[src/rtl/asr_consts.svh]
/*
  Constants for the host controller of an asynchronous 128K x 8 static memory.
  Assumes a 200 MHz system clock; all counts except ASR_WREC_CYC derive from times in ns or ms.
*/
`ifndef ASR_CONSTS_SVH
`define ASR_CONSTS_SVH

`define ASR_ADDR_W          17
`define ASR_DATA_W          8
`define ASR_CNT_W           24
`define ASR_MON_W           8
`define ASR_CLK_NS          5
`define ASR_NS_PER_MS       1000000
`define ASR_CEIL_CYC(t)     (((t) + `ASR_CLK_NS - 1) / `ASR_CLK_NS)

// Cycle time, equal for read and write
`define ASR_T_RC_FAST_NS    100
`define ASR_T_RC_SLOW_NS    120
// Select and address to end of write
`define ASR_T_CW_FAST_NS    80
`define ASR_T_CW_SLOW_NS    85
// Write pulse
`define ASR_T_WP_FAST_NS    60
`define ASR_T_WP_SLOW_NS    65
// Data overlap before end of write
`define ASR_T_DW_FAST_NS    40
`define ASR_T_DW_SLOW_NS    45
// Output turn-off after gate rises
`define ASR_T_OHZ_FAST_NS   35
`define ASR_T_OHZ_SLOW_NS   40
// Recovery after retention
`define ASR_T_RET_MS        5
`define ASR_T_RET_SLOW_MS   50
// Idle cycles after strobe rises before deselect
`define ASR_WREC_CYC        1

`endif

[src/rtl/asr_pkg.sv]
/*
  Types for the static memory host controller.
  Assumes asr_consts.svh is reachable on the include path.
*/
`include "asr_consts.svh"

package asr_pkg;

  typedef enum logic [6:0] {
    ASR_IDLE     = 7'h01,
    ASR_READ     = 7'h02,
    ASR_WR_GAP   = 7'h04,
    ASR_WR_PULSE = 7'h08,
    ASR_WR_REC   = 7'h10,
    ASR_RETAIN   = 7'h20,
    ASR_RECOVER  = 7'h40
  } asr_state_e;

  typedef struct packed {
    logic                    write;
    logic [`ASR_ADDR_W-1:0]  addr;
    logic [`ASR_DATA_W-1:0]  data;
  } asr_req_s;

  typedef struct packed {
    logic [`ASR_ADDR_W-1:0]  wordAddr;
    logic [`ASR_DATA_W-1:0]  dataOut;
    logic                    dataOe;
    logic                    selectLowActiveN;
    logic                    selectHighActive;
    logic                    writeStrobeN;
    logic                    outGateN;
  } asr_pins_s;

  typedef struct packed {
    asr_state_e              state;
    logic [`ASR_CNT_W-1:0]   cnt;
    asr_pins_s               pins;
    logic [`ASR_DATA_W-1:0]  rdData;
    logic                    rspValid;
    logic [`ASR_MON_W-1:0]   lowCnt;
    logic [`ASR_MON_W-1:0]   selCnt;
  } asr_regs_s;

endpackage : asr_pkg

[src/rtl/asr_host.sv]
/*
  Host controller that drives an asynchronous 128K x 8 static memory
  through its pins, plus low-supply retention entry and recovery.
  Assumes memory data input is synchronous to clk_sys and that the
  testbench resolves the shared data wire from sramPins.dataOe.
*/
// Notes on behaviour
// - Write starts at last of three events
// - Write ends at first of three events
// - Host never drives against memory outputs
// - Gate low write needs longer pulse
// - Read and write cycle 100/120 ns
// - Address valid 80/85 ns before write end
// - Write pulse at least 60/65 ns
// - Selects active 80/85 ns before end
// - Data 40/45 ns before end, zero hold
// - Address may change at write end
// - High select low gates all inputs
// - Low select retention holds high select firm
// - Wait 5 ms, or 50 ms, after retention
`timescale 1ns/1ps
`default_nettype none

module asr_host
  import asr_pkg::*;
#(
  parameter bit                  SLOW_GRADE  = 1'b0,
  parameter logic [`ASR_CNT_W-1:0] RET_CYC   =
    `ASR_CNT_W'(`ASR_T_RET_MS * `ASR_NS_PER_MS / `ASR_CLK_NS),
  parameter logic [`ASR_CNT_W-1:0] RET_SLOW_CYC =
    `ASR_CNT_W'(`ASR_T_RET_SLOW_MS * `ASR_NS_PER_MS / `ASR_CLK_NS)
) (
  input  wire logic                   clk_sys,
  input  wire logic                   reset,
  input  wire logic                   ce,
  input  wire logic                   reqValid,
  output logic                        reqReady,
  input  wire asr_req_s               req,
  output logic                        rspValid,
  output logic [`ASR_DATA_W-1:0]      rspData,
  input  wire logic                   retainReq,
  input  wire logic                   supplyFastRise,
  output logic                        retainActive,
  output var asr_pins_s               sramPins,
  input  wire logic [`ASR_DATA_W-1:0] sramDataIn
);

  // ----------------------------------------------------------------
  // Cycle counts
  // ----------------------------------------------------------------
  localparam int RC_NS  = SLOW_GRADE ? `ASR_T_RC_SLOW_NS  : `ASR_T_RC_FAST_NS;
  localparam int CW_NS  = SLOW_GRADE ? `ASR_T_CW_SLOW_NS  : `ASR_T_CW_FAST_NS;
  localparam int WP_NS  = SLOW_GRADE ? `ASR_T_WP_SLOW_NS  : `ASR_T_WP_FAST_NS;
  localparam int DW_NS  = SLOW_GRADE ? `ASR_T_DW_SLOW_NS  : `ASR_T_DW_FAST_NS;
  localparam int OHZ_NS = SLOW_GRADE ? `ASR_T_OHZ_SLOW_NS : `ASR_T_OHZ_FAST_NS;
  localparam int RC_CYC  = `ASR_CEIL_CYC(RC_NS);
  localparam int CW_CYC  = `ASR_CEIL_CYC(CW_NS);
  localparam int WP_CYC  = `ASR_CEIL_CYC(WP_NS);
  localparam int DW_CYC  = `ASR_CEIL_CYC(DW_NS);
  localparam int GAP_CYC = `ASR_CEIL_CYC(OHZ_NS);
  localparam int PW_CYC  = (CW_CYC > WP_CYC) ? CW_CYC : WP_CYC;

  asr_regs_s r_reg;
  asr_regs_s r_next;

  // ----------------------------------------------------------------
  // Next state
  // ----------------------------------------------------------------
  always_comb begin
    r_next          = r_reg;
    r_next.rspValid = 1'b0;
    // Monitors of strobe-low and selected time
    r_next.lowCnt = r_reg.pins.writeStrobeN ? '0 : r_reg.lowCnt + 1'b1;
    r_next.selCnt = (r_reg.pins.selectLowActiveN || !r_reg.pins.selectHighActive)
                    ? '0 : r_reg.selCnt + 1'b1;
    if (r_reg.cnt != '0) begin
      r_next.cnt = r_reg.cnt - 1'b1;
    end
    unique case (r_reg.state)
      ASR_IDLE: begin
        if (retainReq) begin
          // Both selects inactive; high select low gates every input
          r_next.pins.selectHighActive = 1'b0;
          r_next.pins.selectLowActiveN = 1'b1;
          r_next.pins.outGateN         = 1'b1;
          r_next.state                 = ASR_RETAIN;
        end else if (reqValid) begin
          r_next.pins.wordAddr         = req.addr;
          r_next.pins.selectLowActiveN = 1'b0;
          r_next.pins.selectHighActive = 1'b1;
          if (req.write) begin
            // Gate stays high so memory never drives during a write
            r_next.pins.outGateN = 1'b1;
            r_next.pins.dataOut  = req.data;
            r_next.cnt           = `ASR_CNT_W'(GAP_CYC - 1);
            r_next.state         = ASR_WR_GAP;
          end else begin
            r_next.pins.outGateN = 1'b0;
            r_next.cnt           = `ASR_CNT_W'(RC_CYC - 1);
            r_next.state         = ASR_READ;
          end
        end
      end
      ASR_READ: begin
        if (r_reg.cnt == '0) begin
          r_next.rdData                = sramDataIn;
          r_next.rspValid              = 1'b1;
          r_next.pins.outGateN         = 1'b1;
          r_next.pins.selectLowActiveN = 1'b1;
          r_next.pins.selectHighActive = 1'b0;
          r_next.state                 = ASR_IDLE;
        end
      end
      ASR_WR_GAP: begin
        // Wait for any prior read output to turn off before driving
        if (r_reg.cnt == '0) begin
          r_next.pins.writeStrobeN = 1'b0;
          r_next.pins.dataOe       = 1'b1;
          r_next.cnt               = `ASR_CNT_W'(PW_CYC - 1);
          r_next.state             = ASR_WR_PULSE;
        end
      end
      ASR_WR_PULSE: begin
        if (r_reg.cnt == '0) begin
          r_next.pins.writeStrobeN = 1'b1;
          r_next.cnt               = `ASR_CNT_W'(`ASR_WREC_CYC - 1);
          r_next.state             = ASR_WR_REC;
        end
      end
      ASR_WR_REC: begin
        if (r_reg.cnt == '0) begin
          r_next.pins.dataOe           = 1'b0;
          r_next.pins.selectLowActiveN = 1'b1;
          r_next.pins.selectHighActive = 1'b0;
          r_next.rspValid              = 1'b1;
          r_next.state                 = ASR_IDLE;
        end
      end
      ASR_RETAIN: begin
        if (!retainReq) begin
          r_next.cnt   = supplyFastRise ? RET_SLOW_CYC : RET_CYC;
          r_next.state = ASR_RECOVER;
        end
      end
      ASR_RECOVER: begin
        if (r_reg.cnt == '0) begin
          r_next.state = ASR_IDLE;
        end
      end
    endcase
  end

  // ----------------------------------------------------------------
  // State register
  // ----------------------------------------------------------------
  always_ff @(posedge clk_sys) begin
    if (reset) begin
      r_reg                       <= '0;
      r_reg.state                 <= ASR_IDLE;
      r_reg.pins.selectLowActiveN <= 1'b1;
      r_reg.pins.writeStrobeN     <= 1'b1;
      r_reg.pins.outGateN         <= 1'b1;
    end else if (ce) begin
      r_reg <= r_next;
    end
  end

  // ----------------------------------------------------------------
  // Outputs
  // ----------------------------------------------------------------
  assign reqReady     = ce && (r_reg.state == ASR_IDLE) && !retainReq;
  assign rspValid     = r_reg.rspValid;
  assign rspData      = r_reg.rdData;
  assign retainActive = (r_reg.state == ASR_RETAIN) || (r_reg.state == ASR_RECOVER);
  assign sramPins     = r_reg.pins;

  // ----------------------------------------------------------------
  // Checks
  // ----------------------------------------------------------------
  AST_NO_CONTENTION: assert property (@(posedge clk_sys) disable iff (reset)
    r_reg.pins.dataOe |-> r_reg.pins.outGateN)
    else $error("Host drives data while memory gate is low");

  AST_GATE_HIGH_IN_WRITE: assert property (@(posedge clk_sys) disable iff (reset)
    !r_reg.pins.writeStrobeN |-> r_reg.pins.outGateN && r_reg.pins.dataOe)
    else $error("Write pulse with gate low or data undriven");

  AST_WRITE_SELECTED: assert property (@(posedge clk_sys) disable iff (reset)
    !r_reg.pins.writeStrobeN |->
      !r_reg.pins.selectLowActiveN && r_reg.pins.selectHighActive)
    else $error("Write strobe low while not selected");

  AST_PULSE_WIDTH: assert property (@(posedge clk_sys) disable iff (reset)
    (r_reg.pins.writeStrobeN && !$past(r_reg.pins.writeStrobeN)) |->
      $past(r_reg.lowCnt) >= `ASR_MON_W'(PW_CYC - 1)
      && $past(r_reg.lowCnt) >= `ASR_MON_W'(WP_CYC - 1))
    else $error("Write pulse shorter than minimum");

  AST_SELECT_TO_END: assert property (@(posedge clk_sys) disable iff (reset)
    $rose(r_reg.pins.writeStrobeN) |-> $past(r_reg.selCnt) >= `ASR_MON_W'(CW_CYC))
    else $error("Selects active too briefly before write end");

  AST_ADDR_DATA_STABLE: assert property (@(posedge clk_sys) disable iff (reset)
    (!r_reg.pins.writeStrobeN && !$past(r_reg.pins.writeStrobeN)) |->
      $stable(r_reg.pins.wordAddr) && $stable(r_reg.pins.dataOut))
    else $error("Address or data moved during write pulse");

  AST_DATA_OVERLAP: assert property (@(posedge clk_sys) disable iff (reset)
    $rose(r_reg.pins.writeStrobeN) |-> $past(r_reg.lowCnt) >= `ASR_MON_W'(DW_CYC - 1))
    else $error("Write data overlap too short");

  AST_CYCLE_TIME: assert property (@(posedge clk_sys) disable iff (reset)
    $rose(r_reg.pins.selectLowActiveN) |-> r_reg.selCnt >= `ASR_MON_W'(RC_CYC))
    else $error("Memory cycle shorter than minimum");

  AST_RETENTION_PINS: assert property (@(posedge clk_sys) disable iff (reset)
    (r_reg.state == ASR_RETAIN) |->
      !r_reg.pins.selectHighActive && r_reg.pins.selectLowActiveN && !reqReady)
    else $error("Retention entered with memory selected");

  AST_RECOVERY_WAIT: assert property (@(posedge clk_sys) disable iff (reset)
    (r_reg.state == ASR_RECOVER) |-> !reqReady && r_reg.pins.selectLowActiveN)
    else $error("Request accepted during retention recovery");

endmodule : asr_host

`default_nettype wire

[config.mk]
export PLATFORM = sky130hd
export DESIGN_NAME = asr_host
export DESIGN_NICKNAME = d
export VERILOG_FILES = /design/src/rtl/asr_pkg.sv /design/src/rtl/asr_host.sv
export VERILOG_INCLUDE_DIRS = /design/src /design/src/rtl
export SDC_FILE = /design/constraint.sdc
export NUM_CORES = 1
export LEC_CHECK = 0
export BUFFER_PORTS_ARGS = -buffer_cell sky130_fd_sc_hd__buf_2
export CELL_PAD_IN_SITES_DETAIL_PLACEMENT = 1
export CELL_PAD_IN_SITES_GLOBAL_PLACEMENT = 2
export CORE_UTILIZATION = 28
export CTS_CLUSTER_SIZE = 28
export DETAILED_ROUTE_END_ITERATION = 10
export PLACE_DENSITY_LB_ADDON = 0.25
export SYNTH_ARGS = -nofsm -noshare
export SYNTH_HDL_FRONTEND = slang
export SYNTH_SLANG_ARGS = --single-unit
export TNS_END_PERCENT = 50
[constraint.sdc]
create_clock -name clk_sys -period 2.14 [get_ports clk_sys]
set_input_delay 0.642 -clock clk_sys [delete_from_list [all_inputs] [get_ports clk_sys]]
set_output_delay 0.642 -clock clk_sys [all_outputs]
set_load 0.01 [all_outputs]
---- Yosys cells after proc, flatten, opt, wreduce, memory -nomap -nowiden ----
Cells that the tools add are included.
Widths: inputs -> output; s select.
word-level totals
  register bits after elaboration ......... 70
  bits of input ports ..................... 40
  logic and storage cells ................. 75
cells by class
  add/sub/neg operators ................... 1
  equal/unequal tests ..................... 14
  muxes and demuxes ....................... 29
  bitwise operators ....................... 1
  reduce and logical (&&, ||, !) cells .... 19
operators by type and width
  operator               count
  $pmux 24 s4            1
  $mux 31                3
  $mux 56                1
  $mux 49                1
  $mux 24                2
  $pmux 7 s5             1
  $mux 27                1
  $logic_not 24->1       1
  $reduce_bool 24->1     1
  $sub 24x1->24 const B  1
  $reduce_and 4->1       4
  $mux 7                 2
  $mux 10                1
  $ne 2x2->1 const B     5
  $reduce_and 5->1       2
  $mux 8                 1
  $pmux 1 s2             4
  $eq 7x1->1 const B     1
  $eq 7x2->1 const B     1
  $eq 7x3->1 const B     1
  $eq 7x4->1 const B     1
  $eq 7x5->1 const B     1
  $eq 7x6->1 const B     1
  $eq 7x7->1 const B     1
  other kinds (15)       25

---- Logic depth before layout (Yosys ltp) ----
Gate-level depths: netlist (run 1).
  word-level depth ........................ 5
  depth in mapped cells ................... 11

---- Worst setup path before layout (run 1) ----
No wires, ideal clock.
  path kind ............................... register to register
  start point ............................. reg r_reg[57] in the netlist's numbering
  end point ............................... reg r_reg[55] in the netlist's numbering
  library setup time ...................... 120 ps
  arrival ................................. 1988 ps
  required time ........................... 2020 ps
  setup slack ............................. 33 ps
  stages on the path, launching flop included .. 9
  buffers on the path ..................... 1
  clock period less this slack ............ 2107 ps
  cell sequence ........................... dfxtp_1 > nor4_4 > nand3_4 > nor2_8 > inv_4 > clkbuf_1 > ha_1 > nor2_1 > o31a_1
on the way
  word-level cells in the longest chain between the ends .. 5
  elaborated cells between the ends (all ways) .. 9
  those cells by class .................... mux (7); reduce/logical (2)
RTL lines
  item                    RTL line         text
  from (decl)             asr_host.sv:63   asr_regs_s r_reg;
  from (signal assigned)  asr_host.sv:164  r_reg <= r_next;
  $reduce_bool 24->1      asr_host.sv:76   if (r_reg.cnt != '0) begin
  $mux 24                 asr_host.sv:76
  $mux 56                 asr_host.sv:87   end else if (reqValid) begin
  $mux 49                 asr_host.sv:81   if (retainReq) begin
  $pmux 24 s4 *           asr_host.sv:79   unique case (r_reg.state)
Mark *: on every way between the ends. The rest lies on a longest branch, timed or not. The select of a mux whose other input is x is not followed.
A chain may end at the register's enable or synchronous reset.

---- Final worst setup path (run 1) ----
  start point ............................. reg r_reg[85] in the netlist's numbering
  end point ............................... out reqReady
on the way
  word-level cells in the longest chain between the ends .. 3
RTL lines
  item                             RTL line         text
  $eq 7x1->1                       asr_host.sv:171  assign reqReady = ce && (r_reg.state == ASR_IDLE) && !retainReq;
  $logic_and 1x1->1 (2 in series)  asr_host.sv:171
  to (decl)                        asr_host.sv:37   output logic reqReady,
No other way between the ends.

==> results.py, run 1 <==
metrics = {
    "status": {
        "outcome": "finished, violations left",
        "failed_checks": "setup timing",
    },
    "route": {
        "ant_nets": 0,
        "drtPass1Iterations": 4,
        "route.detailed.wl_per_inst_microns": 16.3,
        "detail_route.drc_violations": 0,
        "via_per_inst": 5.02,
        "drt-initial-drc-count": 130,
        "drt_wl_total_mm": 12.2,
        "route.vias.total": 3766,
    },
    "timing": {
        "max_slew_violations": 0,
        "finalClockSkew_ns": 0.00648,
        "period_share_pct": 103,
        "final_hold_viol_count": 0,
        "fin_hold_ws_ns": 0.451,
        "rsz0062_at_grt": "true",
        "slew_headroom_pct": 70.8,
        "finalSetupViolations": 2,
        "fmax_ghz": 0.454,
        "tightest_slew_ns": 0.437,
        "finalWorstPathRequiredPeriod_ns": 2.20,
        "final_worst_slack_ns": -0.0603,
    },
    "finish": {
        "drive_gt1_share_pct": 36.2,
        "diode_insertion_count_for_antenna_repair": 0,
        "fillers": 1617,
        "largest_register_ffs": 31,
        "layout-area-overhead-vs-synth_pct": 30.4,
        "final_cells": 750,
        "final_cell_mix": "buf_2 (79), buf_4 (66), dfxtp_1 (63), nand2_1 (60), nor2_1 (46)",
        "mostFrequentLayoutCell": "buf_2",
        "design.final.nets": 613,
        "layout.cell_area.non_filler_sq_mm": 0.00498,
        "fraction_of_the_core_area_covered_by_cells_at_the_end_of_the_flow_pct": 37.5,
    },
    "floorplan": {
        "std_cell_rows": 42,
        "placeableCoreArea_sq_mm": 0.0133,
        "die_width_microns": 119,
        "i_o_pin_cnt": 81,
        "die_area_sq_mm": 0.0141,
        "die_height_microns": 119,
        "initial_core_util_pct": 28.8,
    },
    "min_path": {
        "hold_class": "reg2reg",
    },
    "logic_synthesis": {
        "syn_nets": 520,
        "total_of_flip_flops_plus_latches_after_synthesis": 70,
        "ys_warn_count": 0,
        "synth_enable_flop_cells": 0,
        "synthesis.area_sq_mm": 0.00382,
        "synth_flop_cell": "dfxtp_1",
        "syn_avg_cell_area_sq_um": 8.03,
        "fraction_of_synthesis_flops_using_an_asynchronous_set_or_reset_pin_pct": 0,
        "postSynthCellCount": 476,
        "number_of_distinct_library_cells_after_synthesis": 65,
        "share_of_synthesized_area_occupied_by_flip_flops_and_latches_pct": 36.7,
    },
    "clock_tree": {
        "cts_buffer_depth": 2,
        "cts-buffers-inserted": 9,
        "clk_root_buffer_cell": "clkbuf_16",
        "clock_tree_from_tritoncts": "done",
        "clk_pin_slew_worst_paths_ns": 0.06,
        "clkLatencyLatePin_ns": 0.34,
        "cts_max_level": 3,
        "cts_num_sinks": 70,
    },
    "power_and_ir_drop": {
        "swShare_pct": 39.1,
        "power.net_switching_uw": 2250,
        "leakagePower_uw": 0.00219,
        "cell_pwr_density_mw_per_mm2": 1150,
        "power.ir.vdd_worst_v": 0.000478,
        "report.power.total_uw": 5750,
        "power.combinational.fraction_pct": 46.8,
        "power_report.internal_total_uw": 3500,
        "proportion_of_power_drawn_by_the_clock_network_pct": 24.8,
        "sequential_fraction_of_design_power_pct": 28.4,
    },
    "global_routing": {
        "first_pass_grt_wire_length_mm": 20.3,
        "globalRouteTotalUtil_pct": 18.3,
        "antenna_violations_before_repair": 0,
        "grt-ovfl-total": 0,
        "grt_max_degree": 28,
        "first_global_vias": 3941,
    },
    "setup_path": {
        "crit_required_ns": 1.50,
        "worst-endpoint-arrival_ns": 1.56,
        "timing.critical_path.fanout_max": 8,
        "critical_path.startpoint_type": "flip-flop",
        "critPathCaptureType": "output pin",
        "crit_type": "reg2out",
    },
    "placement": {
        "placed_cells": 728,
        "dp_hpwl_mm": 9.31,
        "gp_routability_congestion": 0.790,
        "detailed_place.area_sq_mm": 0.00450,
        "buffer_ports.inserted": 80,
    },
    "job": {
        "max_cap_violations": 0,
    },
}
==> logic make-up after synthesis <==
family | synth area share [%]
DFF | 36.7
buffers and inverters | 11.6
muxes | 2.62
adders and majority gates | 1.31
and+or+nand+nor | 26.0
xor gates and xnor gates | 2.29
AOI/OAI and AO/OA | 19.5
==> final timing paths <==
check	end	startpoint	depth (start not counted)	slack, ns
setup / recovery	reqReady	r_reg[85]	5	-0.06
hold / removal	sramPins[9]	sramPins[9]	2	0.45
setup reg to reg	r_reg[74]	r_reg[67]	6	0.08
hold reg to reg	sramPins[9]	sramPins[9]	2	0.45
==> metal layers <==
layer / track usage, % / part of all wire [%]
met5: 0 / 0
met4: 5.22 / 1.3
met3: 4.41 / 3.9
met2: 30.7 / 48
met1: 23.3 / 47
==> worst max-delay path: stages, from the launching register on <==
cell,delay (ns)
dfxtp_1,0.34
buf_4,0.19
nor2_1,0.22
and3_4,0.23
and2_4,0.14
buf_6,0.10
==> what timing repair did <==
action | CTS | global route
pin swaps | 4 | 3
endpoints found under the setup margin | 6 | 28
hold buffers | 0 | 0
buffers inserted | 6 | 0
gates resized for setup | 17 | 22
==> final cells by class <==
type	instances	area, sq um	share of cell area, %
clock buffer	10	239	4.79
clock inverter	6	46.3	0.929
inverter	11	43.8	0.879
multi-input combinational	330	2100	42.2
sequential	70	1420	28.4
tap	176	220	4.42
timing repair buffer	147	913	18.3
==> Yosys cell counts (all sizes together) (6+ instances only) <==
cell	n	area, sq um
a211oi	8	60.1
a21oi	41	205
and3	6	37.5
buf	45	325
clkbuf	20	75.1
dfxtp	70	1400
inv	10	40.0
mux2i	10	100
nand2	62	233
nand3	25	138
nand4	6	50.0
nor2	48	199
nor3	9	45.0
nor4	11	96.3
o21ai	13	68.8
o31ai	6	45.0
or3	6	37.5
==> power groups by stage <==
stage / sequential (uW) / clock, uW / combinational [uW]
2_1_floorplan: 1630 / 0 / 1510
3_3_place_gp: 1640 / 0 / 2460
3_5_place_dp: 1650 / 0 / 2510
4_1_cts: 1620 / 1480 / 2580
5_1_grt: 1650 / 1550 / 2970
6_report: 1630 / 1430 / 2690
==> metrics by stage <==
| stage | setup slack, ns | setup TNS (ns) |
|---|---|---|
| global placement | 0.0349 | 0 |
| detailed placement | -0.0532 | -0.0532 |
| global route | -0.158 | -0.325 |
| CTS | -0.0719 | -0.0934 |
| finish | -0.0603 | -0.0706 |
| floorplan | 0.0327 | 0 |
Note: power is estimated with default switching activity, not from simulation.
==> inputs of run 2 (changes only) <==
--- a/config.mk
+++ b/config.mk
@@ -13,6 +13,7 @@
 export CTS_CLUSTER_SIZE = 28
 export DETAILED_ROUTE_END_ITERATION = 10
 export PLACE_DENSITY_LB_ADDON = 0.25
+export REMOVE_ABC_BUFFERS = 1
 export SYNTH_ARGS = -nofsm -noshare
 export SYNTH_HDL_FRONTEND = slang
 export SYNTH_SLANG_ARGS = --single-unit
==> run 2 against run 1 <==
  * The flow still finishes with violations (setup timing)
  * Maximum frequency shrank 0.31%
  * Combinational power grew 24%
  * Core utilization grew 2.6 points
  * Global-route usage grew 0.61 points
  * Non-clock buffer count grew 21
  * Total power grew 17%
  * Via count grew 3.4%
  * Cell count grew 2.9%
  * Clock power grew 23%
  * Largest cell class unchanged
  * Wire length grew 7.5%
  * Clock skew shrank 0.0014 ns
  * Count of clock-buffer cells in the layout shrank 1
==> results.py, run 2 (synthesis gave the netlist of run 1 again) <==
metrics = {
    "setup_path": {
        "critical_path.startpoint_type": "flip-flop",
        "cell_chain_of_the_critical_path": "or4_4 -> nor3_4 -> buf_2",
        "timing.critical_path.fanout_max": 4,
        "number_of_cells_on_the_critical_path": 3,
        "worst-endpoint-arrival_ns": 1.57,
        "critPathCaptureType": "output pin",
        "crit_type": "reg2out",
        "reg_to_reg_slack_setup_ns": -0.02,
        "worstRegToRegCells": 8,
        "worst_r2r_startpoint": "r_reg[83]",
        "crit-reg2reg-capture": "r_reg[78]",
        "cpMaxStageDelayCell": "or4_4",
        "timing.critical_path.buf_inv": 1,
        "crit_required_ns": 1.50,
        "critical_path.top_delay_family": "simple AND/OR/NAND/NOR gates",
        "timing.critical_path.slowest_cell_delay_ns": 0.56,
    },
    "clock_tree": {
        "clk_root_buffer_cell": "clkbuf_16",
        "clk_pin_slew_worst_paths_ns": 0.06,
        "cts-buffers-inserted": 9,
        "postCtsHoldBufs": 0,
        "cts_max_level": 3,
        "clkLatencyLatePin_ns": 0.34,
        "cts_num_sinks": 70,
        "clock_tree_from_tritoncts": "done",
        "cts_buffer_depth": 2,
    },
    "finish": {
        "drive_gt1_share_pct": 39.6,
        "design.final.nets": 635,
        "final_cell_mix": "buf_4 (82), buf_2 (79), dfxtp_1 (63), nand2_1 (62), nor2_1 (45)",
        "largest_register_ffs": 31,
        "mostFrequentLayoutCell": "buf_4",
        "diode_insertion_count_for_antenna_repair": 0,
        "layout-area-overhead-vs-synth_pct": 39.6,
    },
    "global_routing": {
        "first_global_vias": 4064,
        "grt_max_degree": 27,
        "antenna_violations_before_repair": 0,
        "first_pass_grt_wire_length_mm": 20.9,
        "globalRouteTotalUtil_pct": 18.9,
        "grt-ovfl-total": 0,
    },
    "power_and_ir_drop": {
        "report.power.total_uw": 6720,
        "cell_pwr_density_mw_per_mm2": 1260,
        "power.ir.vdd_worst_v": 0.000527,
        "leakagePower_uw": 0.00234,
    },
    "route": {
        "route.detailed.wl_per_inst_microns": 17.0,
        "route.vias.total": 3894,
        "drtPass1Iterations": 4,
        "drt-initial-drc-count": 190,
        "via_per_inst": 5.04,
        "drt_wl_total_mm": 13.2,
        "detail_route.drc_violations": 0,
        "ant_nets": 0,
    },
    "placement": {
        "dpl_worst_slack_ns": -0.0482,
        "dp_hpwl_mm": 9.69,
        "gp_routability_congestion": 0.812,
        "buffer_ports.inserted": 80,
    },
    "job": {
        "max_cap_violations": 0,
    },
    "timing": {
        "fin_hold_ws_ns": 0.453,
        "final_worst_slack_ns": -0.0670,
        "finalClockSkew_ns": 0.00511,
        "rsz0062_at_grt": "true",
        "max_slew_violations": 0,
        "final_hold_viol_count": 0,
        "tightest_slew_ns": 0.446,
        "slew_headroom_pct": 70.1,
        "period_share_pct": 103,
        "finalSetupViolations": 4,
        "finalWorstPathRequiredPeriod_ns": 2.21,
        "fmax_ghz": 0.453,
    },
    "min_path": {
        "hold_class": "reg2reg",
        "worst_hold_path.endpoint": "sramPins[22]",
        "whs_path_depth": 2,
        "hp-start": "sramPins[22]",
    },
    "status": {
        "outcome": "finished, violations left",
        "failed_checks": "setup timing",
    },
    "floorplan": {
        "die_area_sq_mm": 0.0141,
        "die_width_microns": 119,
        "die_height_microns": 119,
        "placeableCoreArea_sq_mm": 0.0133,
        "initial_core_util_pct": 28.8,
        "std_cell_rows": 42,
        "i_o_pin_cnt": 81,
    },
}
[run 2: cell types whose count changed in the layout (fill, tap and decap cells not counted), moves of 4 or more]
cell	previous run	this run
buf_4	66	82
a211oi_1	7	3
a211oi_2	1	5
o21ai_0	10	6
[run 2: layout make-up]
cell class,instances,area [sq um]
Fill cell,1587,7960
Multi-Input combinational cell,330,2180
Sequential cell,70,1420
Timing Repair Buffer,168,1120
Clock buffer,9,225
Tap cell,176,220
Clock inverter,7,121
Inverter,11,48.8
Timing Repair inverter,1,6.26
[run 2: report_power, final]
group	total, uW	switching [uW]	internal, uW
registers	1630	161	1470
logic	3330	1740	1590
clock network	1760	615	1140
total	6720	2510	4210
[run 2: worst max-delay path by stage]
stage                     startpoint           end
after floorplan            r_reg[81]  sramPins[10]
after global placement     r_reg[67]     r_reg[74]
after detailed placement   r_reg[75]     r_reg[74]
after CTS                  r_reg[83]  retainActive
after global routing       r_reg[83]  retainActive
final                      r_reg[83]  retainActive
[run 2: tightest hold or removal path, delay by kind of cell (launching register included)]
family	cells	cell delay, ns
flops	1	0.31
compound gates	1	0.05
simple gates	1	0.05
[run 2: per-layer routing]
| metal | global-route usage, % | part of all wire, % | up-vias |
|---|---|---|---|
| met5 | 0 | 0 | - |
| met4 | 7.99 | 1.8 | 0 |
| met3 | 4.31 | 4.4 | 18 |
| met2 | 31.9 | 49 | 86 |
| met1 | 23.1 | 45 | 1901 |
| li1 | - | - | 1889 |
[run 2: per-stage QoR]
step	instances	utilization [%]	instance area (sq um)	setup TNS, ns
floorplan	411	-	3420	-0.387
global route	772	40.1	5340	-0.984
finish	772	40.1	5340	-0.138
detailed placement	740	34.7	4620	-0.115
CTS	760	38.2	5070	-0.137
global placement	740	34.7	4620	-0.0316
[run 2: what timing repair did]
| action | 4_1_cts | 5_1_grt |
|---|---|---|
| gates resized for setup | 18 | 39 |
| endpoints found under the hold margin | 0 | 0 |
| gates cloned | 0 | 2 |
| buffers inserted | 4 | 10 |
| setup endpoints to repair | 12 | 31 |
| pin swaps | 6 | 19 |
==> inputs of run 3 (changes only) <==
--- a/config.mk
+++ b/config.mk
@@ -9,6 +9,7 @@
 export BUFFER_PORTS_ARGS = -buffer_cell sky130_fd_sc_hd__buf_2
 export CELL_PAD_IN_SITES_DETAIL_PLACEMENT = 1
 export CELL_PAD_IN_SITES_GLOBAL_PLACEMENT = 2
+export CORE_MARGIN = 5
 export CORE_UTILIZATION = 28
 export CTS_CLUSTER_SIZE = 28
 export DETAILED_ROUTE_END_ITERATION = 10
==> run 3 against run 2 <==
  * Global-route usage decreased by 2.4 points
  * Setup slack improved by 0.042 ns
  * Clock power shrank 5%
  * Critical path type unchanged
  * Critical path depth stayed put
  * Largest cell class unchanged
  * Clock skew decreased by 0.00088 ns
  * The flow still finishes with violations (setup timing)
  * Wire length shrank 0.78%
  * Non-clock buffer count shrank 13
  * Count of clock-buffer cells in the layout is 2 higher
  * Die area rose by 14%
  * Core utilization shrank 1.6 points
  * Hold slack got worse by 0.0025 ns
==> results.py, run 3 (synthesis gave the netlist of run 1 again) <==
metrics = {
    "timing": {
        "finalClockSkew_ns": 0.00423,
        "finalSetupViolations": 2,
        "final_hold_viol_count": 0,
        "max_slew_violations": 0,
        "final_worst_slack_ns": -0.0251,
        "rsz0062_at_grt": "true",
        "fin_hold_ws_ns": 0.450,
        "fmax_ghz": 0.462,
        "period_share_pct": 101,
        "finalWorstPathRequiredPeriod_ns": 2.17,
        "tightest_slew_ns": 0.378,
        "slew_headroom_pct": 74.6,
    },
    "clock_tree": {
        "cts_buffer_depth": 2,
        "clk_pin_slew_worst_paths_ns": 0.06,
        "postCtsHoldBufs": 0,
        "cts_num_sinks": 70,
        "clock_tree_from_tritoncts": "done",
        "cts-buffers-inserted": 9,
        "cts_max_level": 3,
        "clk_root_buffer_cell": "clkbuf_16",
        "clkLatencyLatePin_ns": 0.34,
    },
    "route": {
        "route.vias.total": 3790,
        "drt_wl_total_mm": 13.1,
        "drtPass1Iterations": 4,
        "route.detailed.wl_per_inst_microns": 17.2,
        "ant_nets": 0,
        "detail_route.drc_violations": 0,
        "via_per_inst": 5.00,
        "drt-initial-drc-count": 198,
    },
    "setup_path": {
        "startpoint": "r_reg[81]",
        "worst_r2r_startpoint": "r_reg[81]",
        "worst-endpoint-arrival_ns": 1.52,
        "crit-reg2reg-capture": "r_reg[73]",
        "timing.critical_path.fanout_max": 5,
        "critical_path.startpoint_type": "flip-flop",
        "crit_required_ns": 1.50,
        "worstRegToRegCells": 7,
        "cp-endpoint": "retainActive",
        "critPathCaptureType": "output pin",
        "crit_type": "reg2out",
        "reg_to_reg_slack_setup_ns": 0,
    },
    "placement": {
        "buffer_ports.inserted": 80,
        "gp_routability_congestion": 0.806,
        "dpl_worst_slack_ns": -0.0649,
        "dp_hpwl_mm": 9.88,
        "detailed_place.area_sq_mm": 0.00460,
    },
    "power_and_ir_drop": {
        "power.ir.vdd_worst_v": 0.000411,
        "cell_pwr_density_mw_per_mm2": 1230,
        "leakagePower_uw": 0.00225,
    },
    "finish": {
        "multi_input_comb_area_sq_mm": 0.00211,
        "fillers": 1602,
        "drive_gt1_share_pct": 37.6,
        "design.final.nets": 621,
        "final_cell_mix": "buf_2 (79), buf_4 (72), nand2_1 (62), dfxtp_1 (61), nor2_1 (45)",
        "largest_register_ffs": 31,
        "mostFrequentLayoutCell": "buf_2",
        "register_area_sq_mm": 0.00141,
        "diode_insertion_count_for_antenna_repair": 0,
        "layout-area-overhead-vs-synth_pct": 34.0,
        "fraction_of_the_core_area_covered_by_cells_at_the_end_of_the_flow_pct": 38.5,
        "layout.cell_area.non_filler_sq_mm": 0.00512,
    },
    "global_routing": {
        "grt-ovfl-total": 0,
        "top_usage_layer": "met2",
        "first_global_vias": 4099,
        "first_pass_grt_wire_length_mm": 21.2,
        "globalRouteTotalUtil_pct": 16.5,
        "antenna_violations_before_repair": 0,
        "grt_use_met1_pct": 20.0,
        "met2_usage_pct": 27.7,
        "grt_max_degree": 41,
        "grt_util_met3_pct": 4.58,
    },
    "status": {
        "failed_checks": "setup timing",
        "outcome": "finished, violations left",
    },
    "floorplan": {
        "placeableCoreArea_sq_mm": 0.0133,
        "std_cell_rows": 42,
        "die_height_microns": 127,
        "die_area_sq_mm": 0.0161,
        "initial_core_util_pct": 28.8,
        "i_o_pin_cnt": 81,
        "die_width_microns": 127,
    },
    "job": {
        "max_cap_violations": 0,
    },
    "min_path": {
        "hold_class": "reg2reg",
    },
}
## run 3: cell types whose count changed in the layout (fill, tap and decap cells not counted), sizes merged
cell,previous run,this run
buf,167,155
clkinv,1,3
clkinvlp,3,1
inv,12,10
bufinv,3,2
clkbuf,10,11
## run 3: power breakdown
group,total (uW),internal [uW],switching (uW)
combinational,3030,1450,1580
clock,1670,1080,587
sequential,1630,1470,153
total,6320,4010,2320
## run 3: worst min path at each step
stage                         to  cells past startpoint  slack, ns          from
CTS                 sramPins[16]                      2       0.45  sramPins[16]
floorplan              r_reg[84]                      2       0.47     r_reg[84]
detailed placement  sramPins[16]                      2       0.45  sramPins[16]
global placement    sramPins[15]                      2       0.44  sramPins[15]
global route        sramPins[20]                      2       0.47  sramPins[20]
finish              sramPins[20]                      2       0.45  sramPins[20]
## run 3: critical path, stage by stage (launching register included)
cell	delay, ns
dfxtp_2	0.36
or4_4	0.55
nor3_2	0.12
buf_2	0.15
## run 3: metal layers
layer	vias to the layer above	wire length, microns
li1	1867	-
met1	1840	5750
met2	66	6410
met3	17	650
met4	0	240
met5	-	0
## run 3: stage by stage
step / total power (uW) / std cells / setup TNS [ns]
3_5_place_dp: 4320 / 738 / -0.203
4_1_cts: 6100 / 755 / -0.121
2_1_floorplan: 3070 / 411 / -0.387
5_1_grt: 6700 / 758 / -0.302
6_report: 6320 / 758 / -0.0282
3_3_place_gp: 4270 / 738 / -0.00264
## run 3: repair_timing
| action | CTS | global route |
|---|---|---|
| endpoints found under the hold margin | 0 | 0 |
| gates cloned | 0 | 0 |
| buffers inserted | 1 | 3 |
| setup endpoints to repair | 14 | 28 |
| pin swaps | 5 | 8 |
| resized for setup | 10 | 32 |
## run 3: cell type report
type | instances | share of cell area [%]
clock inverters | 5 | 1.59
repair buffers | 155 | 19.5
well taps | 176 | 4.30
multi-input cells | 330 | 41.3
inverters | 11 | 0.855
flip-flops and latches | 70 | 27.6
clock buffers | 11 | 4.93
